## config.mk

```make
export PLATFORM = sky130hd
export DESIGN_NAME = fsp_fast_tach_a
export DESIGN_NICKNAME = d
export VERILOG_FILES = /design/src/logic/fsp_pkg.sv /design/src/logic/fsp_fast_tach_a.sv
export SDC_FILE = /design/constraint.sdc
export NUM_CORES = 1
export LEC_CHECK = 0
export BUFFER_PORTS_ARGS = -buffer_cell sky130_fd_sc_hd__buf_2
export CORE_MARGIN = 4
export CORE_UTILIZATION = 40
export DETAILED_ROUTE_END_ITERATION = 7
export HOLD_SLACK_MARGIN = 0.02
export PLACE_DENSITY = 0.6
export SKIP_LAST_GASP = 1
export SLEW_MARGIN = 20
export SYNTH_ARGS = -nofsm -noshare
export SYNTH_HDL_FRONTEND = slang
export SYNTH_SLANG_ARGS = --single-unit
```

## constraint.sdc

```tcl
create_clock -name sys_clk -period 6.7 [get_ports sys_clk]
set_clock_uncertainty 0.2 [all_clocks]
set_input_delay 0.67 -clock sys_clk [delete_from_list [all_inputs] [get_ports sys_clk]]
set_output_delay 0.67 -clock sys_clk [all_outputs]
set_load 0.02 [all_outputs]
```

## src/logic/fsp_pkg.sv

```systemverilog
package fsp_pkg;

    // Register indexes; byte address is four times the index
    localparam logic [7:0]  IDX_CTRL       = 8'h4A;
    localparam logic [7:0]  IDX_CFG        = 8'h4B;
    localparam logic [7:0]  IDX_PWM        = 8'h4C;
    localparam logic [11:0] ADDR_CTRL      = {2'h0, IDX_CTRL, 2'h0};
    localparam logic [11:0] ADDR_CFG       = {2'h0, IDX_CFG, 2'h0};
    localparam logic [11:0] ADDR_PWM       = {2'h0, IDX_PWM, 2'h0};

    // Field positions
    localparam int          CTRL_DIRECT_BIT = 5;
    localparam int          CTRL_TACH_BIT   = 2;
    localparam int          CFG_FAST_BIT    = 5;
    localparam int          CFG_DUTY_LSB    = 3;
    localparam int          CFG_TIME_LSB    = 0;
    localparam logic [7:0]  CTRL_WMASK      = 8'h3F;
    localparam logic [7:0]  CFG_WMASK       = 8'h3F;

    // Reset values
    localparam logic [7:0]  CTRL_RST        = 8'h20;
    localparam logic [7:0]  CFG_RST         = 8'h3F;
    localparam logic [7:0]  PWM_RST         = 8'h00;

    // Spin-up drive levels
    localparam logic [7:0]  DUTY_FULL       = 8'hFF;
    localparam logic [7:0]  DUTY_HALF       = 8'h80;
    localparam logic [7:0]  DUTY_THREEQ     = 8'hC0;

    // Timing: shortest spin-up interval, doubled per code step
    localparam longint unsigned SPIN_BASE_NS = 64'h0000_0000_02FA_F080;
    localparam longint unsigned CLK_MHZ      = 64'h0000_0000_0000_00FA;
    localparam int unsigned SPIN_BASE_CYC    =
        int'(SPIN_BASE_NS * CLK_MHZ / 64'h0000_0000_0000_03E8);

    typedef enum logic [0:0] {
        ST_IDLE = 1'b0,
        ST_SPIN = 1'b1
    } fsp_state_t;

    typedef struct packed {
        logic        psel;
        logic        penable;
        logic        pwrite;
        logic [11:0] paddr;
        logic [31:0] pwdata;
    } fsp_apb_req_t;

    typedef struct packed {
        logic        pready;
        logic        pslverr;
        logic [31:0] prdata;
    } fsp_apb_rsp_t;

    typedef struct packed {
        fsp_state_t  st;
        logic [31:0] cnt;
        logic [7:0]  ctrl;
        logic [7:0]  cfg;
        logic [7:0]  pwm_wr;
        logic        prev_zero;
        logic [7:0]  duty;
        logic [31:0] rdata;
    } fsp_regs_t;

endpackage

```

## src/logic/fsp_fast_tach_a.sv

```systemverilog
// The APB register port was chosen for this implementation.
`timescale 1ns/1ps
// Summary of operation
// Bits 7:6 of the spin-up configuration register always read as zero.
// With fast tach set, spin-up drives full duty until timeout, tach ok or a zero command.
// With fast tach set, the spin-up duty field is ignored, drive is full.
// With fast tach clear, spin-up runs the whole interval at set duty unless the command drops to zero.
// A zero spin-up time code skips spin-up even with fast tach set.
// Duty codes 00 skip (unless fast tach), 01 half, 10 ~3/4, 11 full.
// Time codes 1 to 7 give 0.05 s doubling up to 3.2 s.
// Software must also select tach input mode for tach-ended spin-up.
// The PWM value register is read-only while direct program is clear.
// Reads of the PWM value register return zero during spin-up.
// With direct program set, a written PWM value drives the fan output.
// Spin-up starts when the commanded duty goes from zero to nonzero.
module fsp_fast_tach_a #(
    parameter int unsigned BASE_CYCLES = fsp_pkg::SPIN_BASE_CYC
) (
    // Clock and reset
    input  wire logic                  sys_clk,
    input  wire logic                  rst,
    // APB slave
    input  wire fsp_pkg::fsp_apb_req_t apb_i,
    output fsp_pkg::fsp_apb_rsp_t      apb_o,
    // Lookup table result and tach comparison
    input  wire logic [7:0]            lut_pwm_value,
    input  wire logic                  tach_rpm_ok,
    // Fan drive
    output logic [7:0]                 fan_pwm_duty,
    output logic                       fast_tach_a_active,
    output logic                       tach_mode_sel
);

    fsp_pkg::fsp_regs_t s_ff;
    fsp_pkg::fsp_regs_t nxt_s;
    logic [7:0]         cmd;
    logic [7:0]         rd_val;
    logic               direct;
    logic               fast;
    logic [1:0]         duty_sel;
    logic [2:0]         time_sel;
    logic               go;
    logic               wr_acc;
    logic               rd_setup;
    logic               acc;

    // 0 none, 1 control, 2 config, 3 pwm value
    function automatic logic [1:0] dec(input logic [11:0] a);
        case (a)
            fsp_pkg::ADDR_CTRL: dec = 2'h1;
            fsp_pkg::ADDR_CFG:  dec = 2'h2;
            fsp_pkg::ADDR_PWM:  dec = 2'h3;
            default:            dec = 2'h0;
        endcase
    endfunction

    function automatic logic [31:0] interval_cyc(input logic [2:0] t);
        interval_cyc = 32'(BASE_CYCLES) << (t - 3'h1);
    endfunction

    function automatic logic [7:0] spin_level(input logic f,
                                              input logic [1:0] d);
        if (f) begin
            spin_level = fsp_pkg::DUTY_FULL;
        end else begin
            case (d)
                2'h1:    spin_level = fsp_pkg::DUTY_HALF;
                2'h2:    spin_level = fsp_pkg::DUTY_THREEQ;
                2'h3:    spin_level = fsp_pkg::DUTY_FULL;
                default: spin_level = 8'h00;
            endcase
        end
    endfunction

    assign direct   = s_ff.ctrl[fsp_pkg::CTRL_DIRECT_BIT];
    assign fast     = s_ff.cfg[fsp_pkg::CFG_FAST_BIT];
    assign duty_sel = s_ff.cfg[fsp_pkg::CFG_DUTY_LSB +: 2];
    assign time_sel = s_ff.cfg[fsp_pkg::CFG_TIME_LSB +: 3];
    assign acc      = apb_i.psel & apb_i.penable;
    assign wr_acc   = acc & apb_i.pwrite;
    assign rd_setup = apb_i.psel & ~apb_i.penable & ~apb_i.pwrite;

    // direct drive
    assign cmd = direct ? s_ff.pwm_wr : lut_pwm_value;

    // zero time skips
    // duty 00 skips
    assign go = (time_sel != 3'h0) & (fast | (duty_sel != 2'h0));

    always_comb begin
        case (dec(apb_i.paddr))
            2'h1:    rd_val = s_ff.ctrl & fsp_pkg::CTRL_WMASK;
            // reserved read zero
            2'h2:    rd_val = {2'h0, s_ff.cfg[5:0]};
            // zero in spin-up
            2'h3:    rd_val = (s_ff.st == fsp_pkg::ST_SPIN) ? 8'h00 : cmd;
            default: rd_val = 8'h00;
        endcase
    end

    always_comb begin
        nxt_s = s_ff;
        if (wr_acc && dec(apb_i.paddr) == 2'h1) begin
            nxt_s.ctrl = apb_i.pwdata[7:0] & fsp_pkg::CTRL_WMASK;
        end
        if (wr_acc && dec(apb_i.paddr) == 2'h2) begin
            nxt_s.cfg = apb_i.pwdata[7:0] & fsp_pkg::CFG_WMASK;
        end
        // write only when direct
        if (wr_acc && dec(apb_i.paddr) == 2'h3 && direct) begin
            nxt_s.pwm_wr = apb_i.pwdata[7:0];
        end
        // Data latched in setup so the answer is a flop
        if (rd_setup) begin
            nxt_s.rdata = {24'h0, rd_val};
        end
        nxt_s.prev_zero = (cmd == 8'h00);
        case (s_ff.st)
            fsp_pkg::ST_IDLE: begin
                // start on zero to nonzero
                if (s_ff.prev_zero && cmd != 8'h00 && go) begin
                    nxt_s.st  = fsp_pkg::ST_SPIN;
                    // interval length
                    nxt_s.cnt = interval_cyc(time_sel);
                end
            end
            fsp_pkg::ST_SPIN: begin
                // tach ends early
                // without fast tach only a zero command ends it early
                if ((fast && tach_rpm_ok) || s_ff.cnt <= 32'h1
                    || cmd == 8'h00) begin
                    nxt_s.st  = fsp_pkg::ST_IDLE;
                    nxt_s.cnt = 32'h0;
                end else begin
                    nxt_s.cnt = s_ff.cnt - 32'h1;
                end
            end
            default: begin
                nxt_s.st = fsp_pkg::ST_IDLE;
            end
        endcase
        // fast tach forces full
        nxt_s.duty = (s_ff.st == fsp_pkg::ST_SPIN)
                     ? spin_level(fast, duty_sel) : cmd;
    end

    always_ff @(posedge sys_clk) begin
        if (rst) begin
            s_ff.st        <= fsp_pkg::ST_IDLE;
            s_ff.cnt       <= 32'h0;
            s_ff.ctrl      <= fsp_pkg::CTRL_RST;
            s_ff.cfg       <= fsp_pkg::CFG_RST;
            s_ff.pwm_wr    <= fsp_pkg::PWM_RST;
            s_ff.prev_zero <= 1'b1;
            s_ff.duty      <= 8'h00;
            s_ff.rdata     <= 32'h0;
        end else begin
            s_ff <= nxt_s;
        end
    end

    // Zero wait states; unmapped addresses answer with an error
    assign apb_o.pready  = acc;
    assign apb_o.pslverr = acc & (dec(apb_i.paddr) == 2'h0);
    assign apb_o.prdata  = s_ff.rdata;

    assign fan_pwm_duty  = s_ff.duty;
    assign fast_tach_a_active = (s_ff.st == fsp_pkg::ST_SPIN);
    // tach mode handed out
    assign tach_mode_sel = s_ff.ctrl[fsp_pkg::CTRL_TACH_BIT];
endmodule

```

Yosys cells after proc, flatten, opt, wreduce, memory -nomap -nowiden
Index checks and enable logic that the tools add are counted.
{ "classes": {"n_addsub": 2, "n_lt_le_gt_ge": 1, "eq_ne": 10, "shifts": 1, "mux": 11, "bitwise": 10, "reduce_logical": 14} }
{ "op_table": {"columns": ["cell", "count"], "rows": [
  ["33-bit one-hot mux with 2 select lines", 1],
  ["8-bit one-hot mux with 3 select lines", 2],
  ["12-bit by 9-bit equality test with 1-bit output, second input constant", 3],
  ["33-bit 2-to-1 mux", 1],
  ["32-bit by 1-bit <= comparator with 1-bit output, second input constant", 1],
  ["32-bit 2-to-1 mux", 1],
  ["8-bit 2-to-1 mux", 4],
  ["24-bit by 3-bit left shift with 32-bit output, first input constant", 1],
  ["32-bit by 1-bit subtractor with 32-bit output, second input constant", 1],
  ["2-bit equality test, second input constant", 4],
  ["8-bit logical NOT", 1],
  ["8-bit nonzero test", 1],
  ["1-bit logical AND", 7],
  ["1-bit AND", 6],
  ["2-bit one-hot mux with 3 select lines", 1],
  ["2-bit by 1-bit equality test with 1-bit output, second input constant", 2],
  ["1-bit inverter", 3],
  ["3-bit nonzero test", 1],
  ["3-bit by 1-bit subtractor with 3-bit output, second input constant", 1],
  ["2-bit logical NOT", 1],
  ["1-bit logical OR", 2],
  ["2-bit != test, second input constant", 1],
  ["2-bit nonzero test", 1],
  ["1-bit 2-to-1 mux", 1],
  ["1-bit OR", 1]
]} }
{ "totals": {"reg_bits": 70, "input_bits": 58, "out_inout_bits": 44, "wordCells": 57} }

Longest topological paths before layout
Gate-level depths: netlist of run 1.
{ "depth": {"ltp_word": 6, "mapped_depth": 11, "depth_no_buf": 8} }

Worst setup path after synthesis of run 1
OpenSTA, ideal clock, no wires.
{ "synth_path": {"path_type": "flip-flop to flip-flop", "from": "register s_ff[49] (netlist bit)", "to": "register s_ff[87] (netlist bit)", "setup_time_ns": 0.132, "t_arrival_ns": 2.305, "required_time_ns": 6.368, "slack_ns": 4.063, "stages_incl_launch_ff": 11, "path_buffers": 2, "period_less_slack_ns": 2.637, "cell_sequence": "dfxtp_1 > clkbuf_1 > inv_1 > ha_1 > inv_1 > o211ai_1 > nor3_1 > clkbuf_1 > a21oi_1 > a31oi_1 > nor3_1"} }
{ "synth_between": {"elab_chain_len": 4, "word_cells_on_any_way": 8, "classes_between": "add/sub (1); eq/ne (1); shift (1); mux (2); bitwise (1); reduce/logical (2)"} }
{ "synth_rtl": {"columns": ["element", "line_no", "rtl"], "rows": [
  ["from (decl)", "fsp_fast_tach_a.sv:34", "fsp_pkg::fsp_regs_t s_ff;"],
  ["from (signal assigned)", "fsp_fast_tach_a.sv:158", "s_ff <= nxt_s;"],
  ["3-bit by 1-bit subtractor with 3-bit output / 3-bit nonzero test (equally long branches)", "fsp_fast_tach_a.sv:58, fsp_fast_tach_a.sv:88", null],
  ["24-bit by 3-bit left shift with 32-bit output / 1-bit AND (equally long branches)", "fsp_fast_tach_a.sv:58, fsp_fast_tach_a.sv:88", null],
  ["33-bit 2-to-1 mux / 1-bit logical AND (equally long branches)", "fsp_fast_tach_a.sv:121", "if (s_ff.prev_zero && cmd != 8'h00 && go) begin"],
  ["33-bit one-hot mux with 2 select lines / 2-bit != test (equally long branches)", null, null]
]} }
Several ways; a longest one is shown, not always the timed one. The select of a mux whose other input is x is not followed.
A chain may end at the register's enable or synchronous reset.

Final worst setup path of run 1
{ "layout_path": {"from": "register s_ff[49] (netlist bit)", "to": "register s_ff[93] (netlist bit)"} }
The elaborated chain is that of the path after synthesis.

==> results of run 1 <==
-- worst max-delay path, stage by stage (launching register included) --
cell and delay [ns]:
dfxtp_1 0.57, inv_1 0.24, ha_1 0.24, inv_1 0.14, o211ai_1 0.18, or3_1 0.62, nand2_1 0.48, o21ai_0 0.18
a32o_1 0.28
-- how the worst min path moves through the flow --
stage | start | end | slack, ns | depth (start not counted)
floorplan | apb_o[6] | apb_o[6] | 0.23 | 2
global placement | apb_o[6] | apb_o[6] | 0.24 | 2
detailed placement | apb_o[6] | apb_o[6] | 0.25 | 2
CTS | apb_o[7] | apb_o[7] | 0.26 | 2
global route | apb_o[7] | apb_o[7] | 0.28 | 2
finish | apb_o[7] | apb_o[7] | 0.26 | 2
-- flip-flops by register name (all words and copies together) (netlist names) --
register and flops:
s_ff 48, apb_o 8, fan_pwm_duty 8, duty_sel 2, direct 1, fast 1
fast_tach_a_active 1, tach_mode_sel 1
-- kinds of logic after synthesis --
kind of cell,share of synthesized area (%)
AO/OA/AOI/OAI,18.6
XOR/XNOR,2.65
adder cells (fa/ha/maj),3.32
buffers and inverters,11.3
flip-flops,32.7
multiplexers,7.32
other,0.0874
AND/OR/NAND/NOR,24.1
-- synthesized netlist by cell type (3+ instances only) --
cell type and instances:
dfxtp_1 70, nor2_1 54, a21oi_1 50, nand2_1 49, buf_4 41, clkbuf_1 25
nor3_1 21, mux2i_1 19, o21ai_0 16, a22oi_1 15, inv_1 14, nor4_1 14
mux2_2 11, nand3_1 11, ha_1 9, xnor2_1 9, o211ai_1 8, o22ai_1 8
nand4_1 7, or3_1 6, a31oi_1 4, o22a_1 4, o32ai_1 4, xor2_1 4
and3_1 3, maj3_1 3, nand2b_1 3, nand3b_1 3, nor3_2 3, nor4_4 3
-- layout make-up --
cell class	count	area, um^2	share of cell area [%]
repair buffers	57	295	6.29
inverters	15	56.3	1.20
clock inverters	6	116	2.48
well taps	136	170	3.63
multi-input cells	401	2510	53.6
clock buffers	10	138	2.93
flip-flops and latches	70	1400	29.9
-- power by group --
group          switching [mW]  internal, mW
Clock                   0.177         0.261
Sequential          0.0000599         0.416
Combinational          0.0315        0.0108
Total                   0.209         0.687
-- stage by stage --
| stage | std cells | cell area [um^2] | hold slack (ns) | worst slack, ns | power (mW) |
|---|---|---|---|---|---|
| floorplan | 556 | 4380 | 0.232 | 4.06 | 0.461 |
| global placement | 679 | 4420 | 0.244 | 3.49 | 0.466 |
| detailed placement | 679 | 4420 | 0.247 | 3.50 | 0.467 |
| CTS | 695 | 4680 | 0.257 | 3.48 | 0.899 |
| global route | 695 | 4690 | 0.276 | 3.25 | 0.927 |
| finish | 695 | 4690 | 0.257 | 3.47 | 0.896 |
-- routing by layer --
| metal | GRT usage (%) | vias up |
|---|---|---|
| li1 | - | 1896 |
| met1 | 27.3 | 1829 |
| met2 | 29.1 | 183 |
| met3 | 4.02 | 25 |
| met4 | 6.41 | 0 |
| met5 | 0 | - |
==> summary.txt, run 1 <==
Power
  • PwrDens: 191 nW/um^2
  • VDD IR max: 116 uV
  • Leak pwr: 1.87 nW

Final layout
  • P&R area growth vs syn: 9.33%
  • NumNets Final: 621
  • Layout cells sized above 1: 19.1%
  • Most common cell after layout, fill and taps aside: dfxtp_1
  • Layout Utilization: 45.2%
  • Antenna cell count: 0
  • Fillers: 1,051
  • Commonest cells after routing, fill and taps aside: dfxtp_1 (70), nor2_1 (53), buf_2 (53)

Clocking
  • Clock Sinks: 70
  • Clock latency on the worst-skew pair: 0.36 ns
  • Hold Buf Count CTS: 0
  • CTS Buf Count: 9
  • Buffer depth of the longest clock path: 2
  • CTS root buffer: clkbuf_8
  • # H-tree levels: 3
  • Post-CTS resize count: 0
  • # Post-CTS Setup Buffers: 0
  • CTS tree: yes
  • Worst-path clk slew: 0.08 ns

Detailed routing
  • Wl on met1: 5.54 mm
  • Via density: 5.66
  • Met3 WL post-DR: 968 um
  • Final WL: 12.0 mm
  • DR pass1 iterations: 5
  • Antenna-violating nets left: 0
  • Via count: 3,933
  • Top Metal Used: met4
  • Met2 WL: 5.19 mm
  • DRC violations left: 0
  • Violation count after the first detailed-route iteration: 232
  • WL/cell: 17.3 um

Global routing
  • First-pass GRT wire length: 19.7 mm
  • Initial antenna violation count: 0
  • GRT Resource Usage Total: 19.2%
  • Largest net degree at the start of global routing: 55
  • Vias in the first global route: 3,837
  • GRT overflow: 0

Placed design
  • GPL Wtd Cong: 0.900
  • IO buf count: 53
  • HPWL after DPL: 8.49 mm

Worst setup path
  • Worst reg2reg endpoint: s_ff[93]
  • CP endpoint kind: flop
  • Crit. Startpoint: s_ff[49]
  • Critical path peak fanout: 15
  • Critical path required time: 6.75 ns
  • WS Path Type: reg2reg
  • R2R Path Start: s_ff[49]
  • CP Data Arrival Time: 3.28 ns
  • Worst r2r path cells: 8
  • Flop2flop setup slack: 3.47 ns
  • End of the critical path: s_ff[93]
  • Critical Path Start Type: flop

Yosys
  • Primary FF master, synth: dfxtp_1
  • Synth top area share: 32.7%
  • Number of synthesized flops with an enable pin: 0
  • Syn avg cell area: 8.05 um^2
  • Sequential share of the synthesized area: 32.7%
  • Yosys warning total: 0
  • Cells after Synth: 533
  • Top post-synthesis cells by area: dfxtp_1 (33%), buf_4 (7.2%), a21oi_1 (5.8%)
  • Yosys reg bits: 70
  • Number of distinct library cells after synthesis: 62
  • Post-synthesis async set-or-reset flop share: 0%
  • Synthesized cell area: 4290 um^2
  • Synth area leader: dfxtp_1

STA
  • Slew @ Worst Pin: 1.01 ns
  • Slew margin rel.: 32.7%
  • Setup TNS: 0 ns
  • Hold Fails Final Rpt: 0
  • RSZ-0062 raised after global routing: no
  • Fin. max-slew vios: 0
  • FMAX: 310 MHz
  • Final min period: 3.23 ns
  • Final period utilization: 48.2%
  • Setup violators final: 0

Outcome
  • Outcome: finished clean

Die
  • Die ar.: 12,500 um^2
  • Row cnt: 37
  • Initial Utilization: 41.4%
  • Chip Height: 112 um
  • Die Wd: 112 um
  • Top-Level Pins: 102
  • Core ar.: 10,400 um^2

Job
  • Max Cap Violations: 0

Min path
  • Hold WC Path Type: reg2reg
Power figures use the tool's default switching activity.
==> run 2, diff against run 1 <==
--- a/config.mk
+++ b/config.mk
@@ -5,12 +5,13 @@
 export SDC_FILE = /design/constraint.sdc
 export NUM_CORES = 1
 export LEC_CHECK = 0
+export ABC_AREA = 1
 export BUFFER_PORTS_ARGS = -buffer_cell sky130_fd_sc_hd__buf_2
 export CORE_MARGIN = 4
 export CORE_UTILIZATION = 40
 export DETAILED_ROUTE_END_ITERATION = 7
 export HOLD_SLACK_MARGIN = 0.02
-export PLACE_DENSITY = 0.6
+export PLACE_DENSITY = 0.62
 export SKIP_LAST_GASP = 1
 export SLEW_MARGIN = 20
 export SYNTH_ARGS = -nofsm -noshare
==> constraint.sdc (replaced) <==
create_clock -name sys_clk -period 2.85 [get_ports sys_clk]
set_clock_uncertainty 0.2 [all_clocks]
set_input_delay 0.285 -clock sys_clk [delete_from_list [all_inputs] [get_ports sys_clk]]
set_output_delay 0.285 -clock sys_clk [all_outputs]
set_load 0.02 [all_outputs]
==> run 2 against run 1 <==
  * Flip-flop and latch count unchanged
  * Non-clock buffer count increased by 16
  * Highest routed layer unchanged
  * Utilization increased by 0.99 points
  * Critical path depth increased by 2
  * Wire length increased by 4.6%
  * Largest cell class unchanged
==> summary.txt, run 2 <==
Worst setup path
  • Family with the most delay on the worst path: simple AND/OR/NAND/NOR gates
  • CP endpoint kind: flop
  • WS Path Type: reg2reg
  • CP peak stage delay: 0.33 ns
  • R2R Path Start: s_ff[49]
  • Critical path peak fanout: 27
  • Critical Path Start Type: flop
  • Crit. path cell count: 10
  • Crit. Startpoint: s_ff[49]
  • Worst path slowest cell: dfxtp_1
  • Worst r2r path cells: 10
  • Critical-path cell list: inv_1, ha_1, inv_1, o21ai_0, a21oi_1, nand2_4, nand2_4, inv_2, nor2_1, a21oi_1
  • Critical path required time: 2.88 ns
  • CP Data Arrival Time: 2.38 ns
  • CP Buf/Inv Count: 3

Global routing
  • Vias in the first global route: 4,348
  • First-pass GRT wire length: 21.2 mm
  • Initial antenna violation count: 0
  • Largest net degree at the start of global routing: 43
  • GRT overflow: 0
  • GRT Resource Usage Total: 18.7%

Yosys
  • Top-count cell post-synth: nand2_1
  • Synthesized cell area: 4830 um^2
  • Yosys reg bits: 70
  • Synth area leader: dfxtp_1
  • Synth top cells by count: nand2_1 (192), inv_1 (116), nor2_1 (111), nand3_1 (77), dfxtp_1 (70)
  • Number of distinct library cells after synthesis: 36
  • Syn avg cell area: 6.09 um^2
  • Number of synthesized flops with an enable pin: 0
  • Cells after Synth: 794
  • Post-synthesis async set-or-reset flop share: 0%
  • Synth top area share: 29.0%
  • Top post-synthesis cells by area: dfxtp_1 (29%), nand2_1 (15%), inv_1 (9.0%)
  • Sequential share of the synthesized area: 29.0%
  • Yosys warning total: 0
  • Primary FF master, synth: dfxtp_1

STA
  • RSZ-0062 raised after global routing: no
  • Slew @ Worst Pin: 0.633 ns
  • Fin. max-slew vios: 0
  • Hold WS: 0.0327 ns
  • Slew margin rel.: 57.6%
  • FMAX: 425 MHz
  • Final min period: 2.35 ns
  • Setup TNS: 0 ns
  • Setup violators final: 0
  • Hold Fails Final Rpt: 0
  • Final period utilization: 82.5%

Clocking
  • Clock latency on the worst-skew pair: 0.34 ns
  • CTS tree: yes
  • Post-CTS resize count: 0
  • CTS root buffer: clkbuf_16
  • CTS Buf Count: 9
  • # H-tree levels: 3
  • Worst-path clk slew: 0.06 ns
  • Clock Sinks: 70
  • Buffer depth of the longest clock path: 2

Final layout
  • Fillers: 1,264
  • FF/Latch Area: 1400 um^2
  • Commonest cells after routing, fill and taps aside: nand2_1 (192), inv_1 (116), nor2_1 (111)
  • NumNets Final: 901
  • Antenna cell count: 0
  • Biggest register: s_ff
  • Footprint of the multi-input gates: 2600 um^2
  • P&R area growth vs syn: 11.1%
  • Layout cells sized above 1: 12.0%
  • Most common cell after layout, fill and taps aside: nand2_1
  • Max reg flops: 48

Power
  • Seq pwr share: 43.5%
  • Net Sw Frac: 23.1%
  • Clock network fraction of total power: 51.5%
  • Internal: 1.74 mW
  • Power share of the combinational group: 5.0%
  • VDD IR max: 243 uV
  • Psw: 522 uW
  • Leak pwr: 2.85 nW
  • PwrDens: 421 nW/um^2
  • Final Power: 2.26 mW

Die
  • Top-Level Pins: 102
  • Core ar.: 11,600 um^2
  • Initial Utilization: 41.6%
  • Row cnt: 39
  • Chip Height: 118 um
  • Die ar.: 13,900 um^2
  • Die Wd: 118 um

Placed design
  • GPL Wtd Cong: 0.917
  • HPWL after DPL: 9.49 mm
  • IO buf count: 53

Detailed routing
  • DR pass1 iterations: 5
  • Violation count after the first detailed-route iteration: 327
  • WL/cell: 12.8 um
  • DRC violations left: 0
  • Wl on met1: 6.04 mm
  • Antenna-violating nets left: 0
  • Final WL: 12.6 mm
  • Met2 WL: 5.40 mm
  • Via count: 4,782
  • Top Metal Used: met4
  • Met3 WL post-DR: 863 um
  • Via density: 4.87

Min path
  • Worst Min Path Start: apb_i[0]
  • Hold WC Path Type: in2reg
  • Hold path depth: 3

Outcome
  • Outcome: finished clean

Job
  • Max Cap Violations: 0
-- run 2: cell type report --
type / count / share of cell area, %
clock buffers: 11 / 4.71
multi-input cells: 561 / 48.3
repair buffers: 73 / 8.11
inverters: 119 / 8.36
clock inverters: 5 / 1.05
flip-flops and latches: 70 / 26.1
well taps: 143 / 3.33
-- run 2: cell families (layout without fill, tap and decap cells) --
| kind of cell | count (synthesis) | after routing | share of synthesized area, % |
|---|---|---|---|
| compound gates | 114 | 114 | 13.0 |
| xor+xnor | 7 | 7 | 1.27 |
| simple gates | 407 | 407 | 35.2 |
| flops | 70 | 70 | 29.0 |
| buf+inv | 186 | 208 | 19.1 |
| fa+ha+maj | 9 | 9 | 2.33 |
| other cells | 1 | 24 | 0.0776 |
-- run 2: metrics by stage --
step,cells,setup WS (ns),util (%),cell area [um^2]
finish,982,0.498,46.2,5370
global route,982,0.294,46.2,5370
CTS,982,0.506,46.2,5370
detailed placement,963,0.511,43.3,5030
global placement,963,0.544,43.3,5030
floorplan,817,0.609,-,4920
-- run 2: repair_timing --
action,CTS,global route
hold buffers,3,0
buffers inserted,0,0
hold endpoints to repair,3,0
-- run 2: power by group through the flow --
stage          clock network, mW  registers, mW  logic, mW
4_1_cts                     1.19          0.981      0.113
6_report                    1.16          0.982      0.113
3_3_place_gp                   0           1.00      0.108
2_1_floorplan                  0           1.00     0.0964
3_5_place_dp                   0           1.00      0.109
5_1_grt                     1.23          0.981      0.125
-- run 2: worst paths after layout --
check | to | slack [ns]
max | s_ff[83] | 0.50
min | s_ff[41] | 0.03
max reg2reg | s_ff[83] | 0.50
min reg2reg | apb_o[5] | 0.27
-- run 2: worst register-to-register path, stage by stage, from the launching register on --
cell and delay [ns]:
dfxtp_1 0.33, inv_1 0.11, ha_1 0.21, inv_1 0.11, o21ai_0 0.09, a21oi_1 0.26
nand2_4 0.17, nand2_4 0.28, inv_2 0.17, nor2_1 0.20, a21oi_1 0.10
-- run 2: routing by layer --
metal / global-route usage (%) / vias up
met5: 0 / -
met4: 5.71 / 0
met3: 4.66 / 26
met2: 28.6 / 160
met1: 26.0 / 2084
li1: - / 2512
==> run 3, diff against run 2 <==
--- a/config.mk
+++ b/config.mk
@@ -5,13 +5,13 @@
 export SDC_FILE = /design/constraint.sdc
 export NUM_CORES = 1
 export LEC_CHECK = 0
-export ABC_AREA = 1
+export ABC_AREA = 0
 export BUFFER_PORTS_ARGS = -buffer_cell sky130_fd_sc_hd__buf_2
 export CORE_MARGIN = 4
 export CORE_UTILIZATION = 40
 export DETAILED_ROUTE_END_ITERATION = 7
 export HOLD_SLACK_MARGIN = 0.02
-export PLACE_DENSITY = 0.62
+export PLACE_DENSITY = 0.63
 export SKIP_LAST_GASP = 1
 export SLEW_MARGIN = 20
 export SYNTH_ARGS = -nofsm -noshare
==> constraint.sdc (replaced) <==
create_clock -name sys_clk -period 2.1 [get_ports sys_clk]
set_clock_uncertainty 0.2 [all_clocks]
set_input_delay 0.21 -clock sys_clk [delete_from_list [all_inputs] [get_ports sys_clk]]
set_output_delay 0.21 -clock sys_clk [all_outputs]
set_load 0.02 [all_outputs]
==> run 3 against run 2 <==
  * The run now ends with negative setup slack left
  * Worst hold slack improved by 0.046 ns
  * Fmax fell by 2.8%
  * Critical path depth shrank 4
  * Worst setup slack worse by 0.82 ns
  * Via count is 3.1% lower
  * Register-to-register slack lost 0.82 ns
  * First-iteration DRC count shrank 26%
  * Combinational power is 45% higher
==> summary.txt, run 3 (same netlist as run 1, synthesis figures left out) <==
Die
  • Top-Level Pins: 102
  • Core ar.: 10,400 um^2
  • Initial Utilization: 41.4%
  • Die Wd: 112 um
  • Die ar.: 12,500 um^2
  • Row cnt: 37
  • Chip Height: 112 um

STA
  • FMAX: 413 MHz
  • Slew @ Worst Pin: 0.508 ns
  • Final setup margin: -0.319 ns
  • Setup TNS: -3.42 ns
  • Setup violators final: 33
  • Fin. max-slew vios: 0
  • Final period utilization: 115%
  • Final min period: 2.42 ns
  • Slew margin rel.: 66.2%
  • RSZ-0062 raised after global routing: yes
  • Hold Fails Final Rpt: 0
  • Hold WS: 0.0784 ns

Detailed routing
  • Violation count after the first detailed-route iteration: 243
  • Antenna-violating nets left: 0
  • WL/cell: 17.9 um
  • Via count: 4,635
  • Via density: 5.54
  • DR pass1 iterations: 7
  • DRC violations left: 0
  • Final WL: 14.9 mm

Final layout
  • Layout Utilization: 61.6%
  • FF/Latch Area: 1420 um^2
  • Footprint of the multi-input gates: 3030 um^2
  • Antenna cell count: 0
  • Layout cells sized above 1: 47.9%
  • P&R area growth vs syn: 48.9%
  • Most common cell after layout, fill and taps aside: buf_4
  • Biggest register: s_ff
  • Commonest cells after routing, fill and taps aside: buf_4 (112), dfxtp_1 (54), buf_2 (53)
  • Fillers: 893
  • NumNets Final: 762
  • Max reg flops: 48

Worst setup path
  • CP peak stage delay: 0.56 ns
  • Worst path slowest cell: or4_4
  • Worst reg2reg endpoint: s_ff[96]
  • WS Path Type: reg2reg
  • R2R Path Start: s_ff[84]
  • Critical path peak fanout: 2
  • Worst r2r path cells: 6
  • Critical-path cell list: or4_4, nor4_4, nand3_2, or4_4, and4_4, a311o_1
  • CP endpoint kind: flop
  • Critical path required time: 2.15 ns
  • CP Data Arrival Time: 2.47 ns
  • Flop2flop setup slack: -0.32 ns
  • Most common cell on crit path: or4_4
  • Critical Path Start Type: flop

Global routing
  • GRT overflow: 0
  • GR peak layer: met2
  • Vias in the first global route: 4,576
  • Largest net degree at the start of global routing: 44
  • Met1 usage: 29.1%
  • First-pass GRT wire length: 23.1 mm
  • M3 GR Usage: 3.70%
  • GRT Resource Usage Total: 22.8%
  • Met2 usage: 39.3%
  • Initial antenna violation count: 0

Power
  • Clock network fraction of total power: 42.9%
  • Net Sw Frac: 29.2%
  • Power share of the combinational group: 6.3%
  • Seq pwr share: 50.8%
  • Final Power: 2.61 mW
  • Leak pwr: 2.70 nW
  • Psw: 762 uW
  • VDD IR max: 333 uV
  • Internal: 1.84 mW
  • PwrDens: 408 nW/um^2

Clocking
  • CTS root buffer: clkbuf_8
  • Clock latency on the worst-skew pair: 0.37 ns
  • Clock Sinks: 70
  • Worst-path clk slew: 0.10 ns
  • # H-tree levels: 3
  • Buffer depth of the longest clock path: 2
  • CTS tree: yes
  • CTS Buf Count: 9

Job
  • Max Cap Violations: 0

Min path
  • Hold WC Path Type: in2reg
  • Hold path depth: 3
  • Worst Min Path Start: rst
  • Worst hold path endpoint: duty_sel[1]

Placed design
  • HPWL after DPL: 10.5 mm
  • GPL Wtd Cong: 0.907
  • IO buf count: 53
  • Pre-CTS WS: -0.312 ns

Outcome
  • Outcome: complete, but fails checks
  • Failing checks: negative setup slack
==> run 3: power groups by stage <==
stage | clock [mW] | combinational (mW) | sequential (mW)
floorplan | 0 | 0.114 | 1.36
global route | 1.19 | 0.174 | 1.33
global placement | 0 | 0.141 | 1.36
finish | 1.12 | 0.164 | 1.32
CTS | 1.12 | 0.157 | 1.32
detailed placement | 0 | 0.144 | 1.36
==> run 3: worst max-delay path by stage <==
stage                  start        to  slack, ns
detailed placement  s_ff[84]  s_ff[96]      -0.31
CTS                 s_ff[84]  s_ff[96]      -0.31
floorplan           s_ff[84]  s_ff[96]      -0.32
global route        s_ff[84]  s_ff[96]      -0.39
global placement    s_ff[84]  s_ff[96]      -0.29
finish              s_ff[84]  s_ff[96]      -0.32
==> run 3: per-layer routing <==
metal | vias to the layer above | routed length (um)
li1 | 2189 | -
met1 | 2206 | 6140
met2 | 199 | 7300
met3 | 41 | 1100
met4 | 0 | 384
met5 | - | 0
==> run 3: what timing repair did <==
| action | in CTS | in global routing |
|---|---|---|
| resized for setup | 59 | 55 |
| pin swaps | 26 | 38 |
| setup buffers | 11 | 14 |
| hold buffers | 8 | 0 |
| endpoints found under the hold margin | 20 | 0 |
| endpoints found under the setup margin | 33 | 33 |
| gates cloned | 2 | 1 |
==> run 3: cell type report <==
class	instances	area share (%)
multi-input cells	402	47.4
repair buffers	197	23.6
flip-flops and latches	70	22.3
well taps	136	2.66
clock buffers	9	1.94
clock inverters	7	1.06
inverters	15	1.04
==> run 3: worst max-delay path, delay by kind of cell (launching register included) <==
| kind | cells | cell delay (ns) |
|---|---|---|
| AOI/OAI and AO/OA | 1 | 0.25 |
| DFF | 1 | 0.33 |
| and+or+nand+nor | 5 | 1.54 |
==> run 3: stage by stage <==
stage                     instance area, um^2  cells
after floorplan                          4630    556
after global placement                   5480    790
after detailed placement                 5480    790
after CTS                                6100    825
after global routing                     6390    836
final                                    6390    836
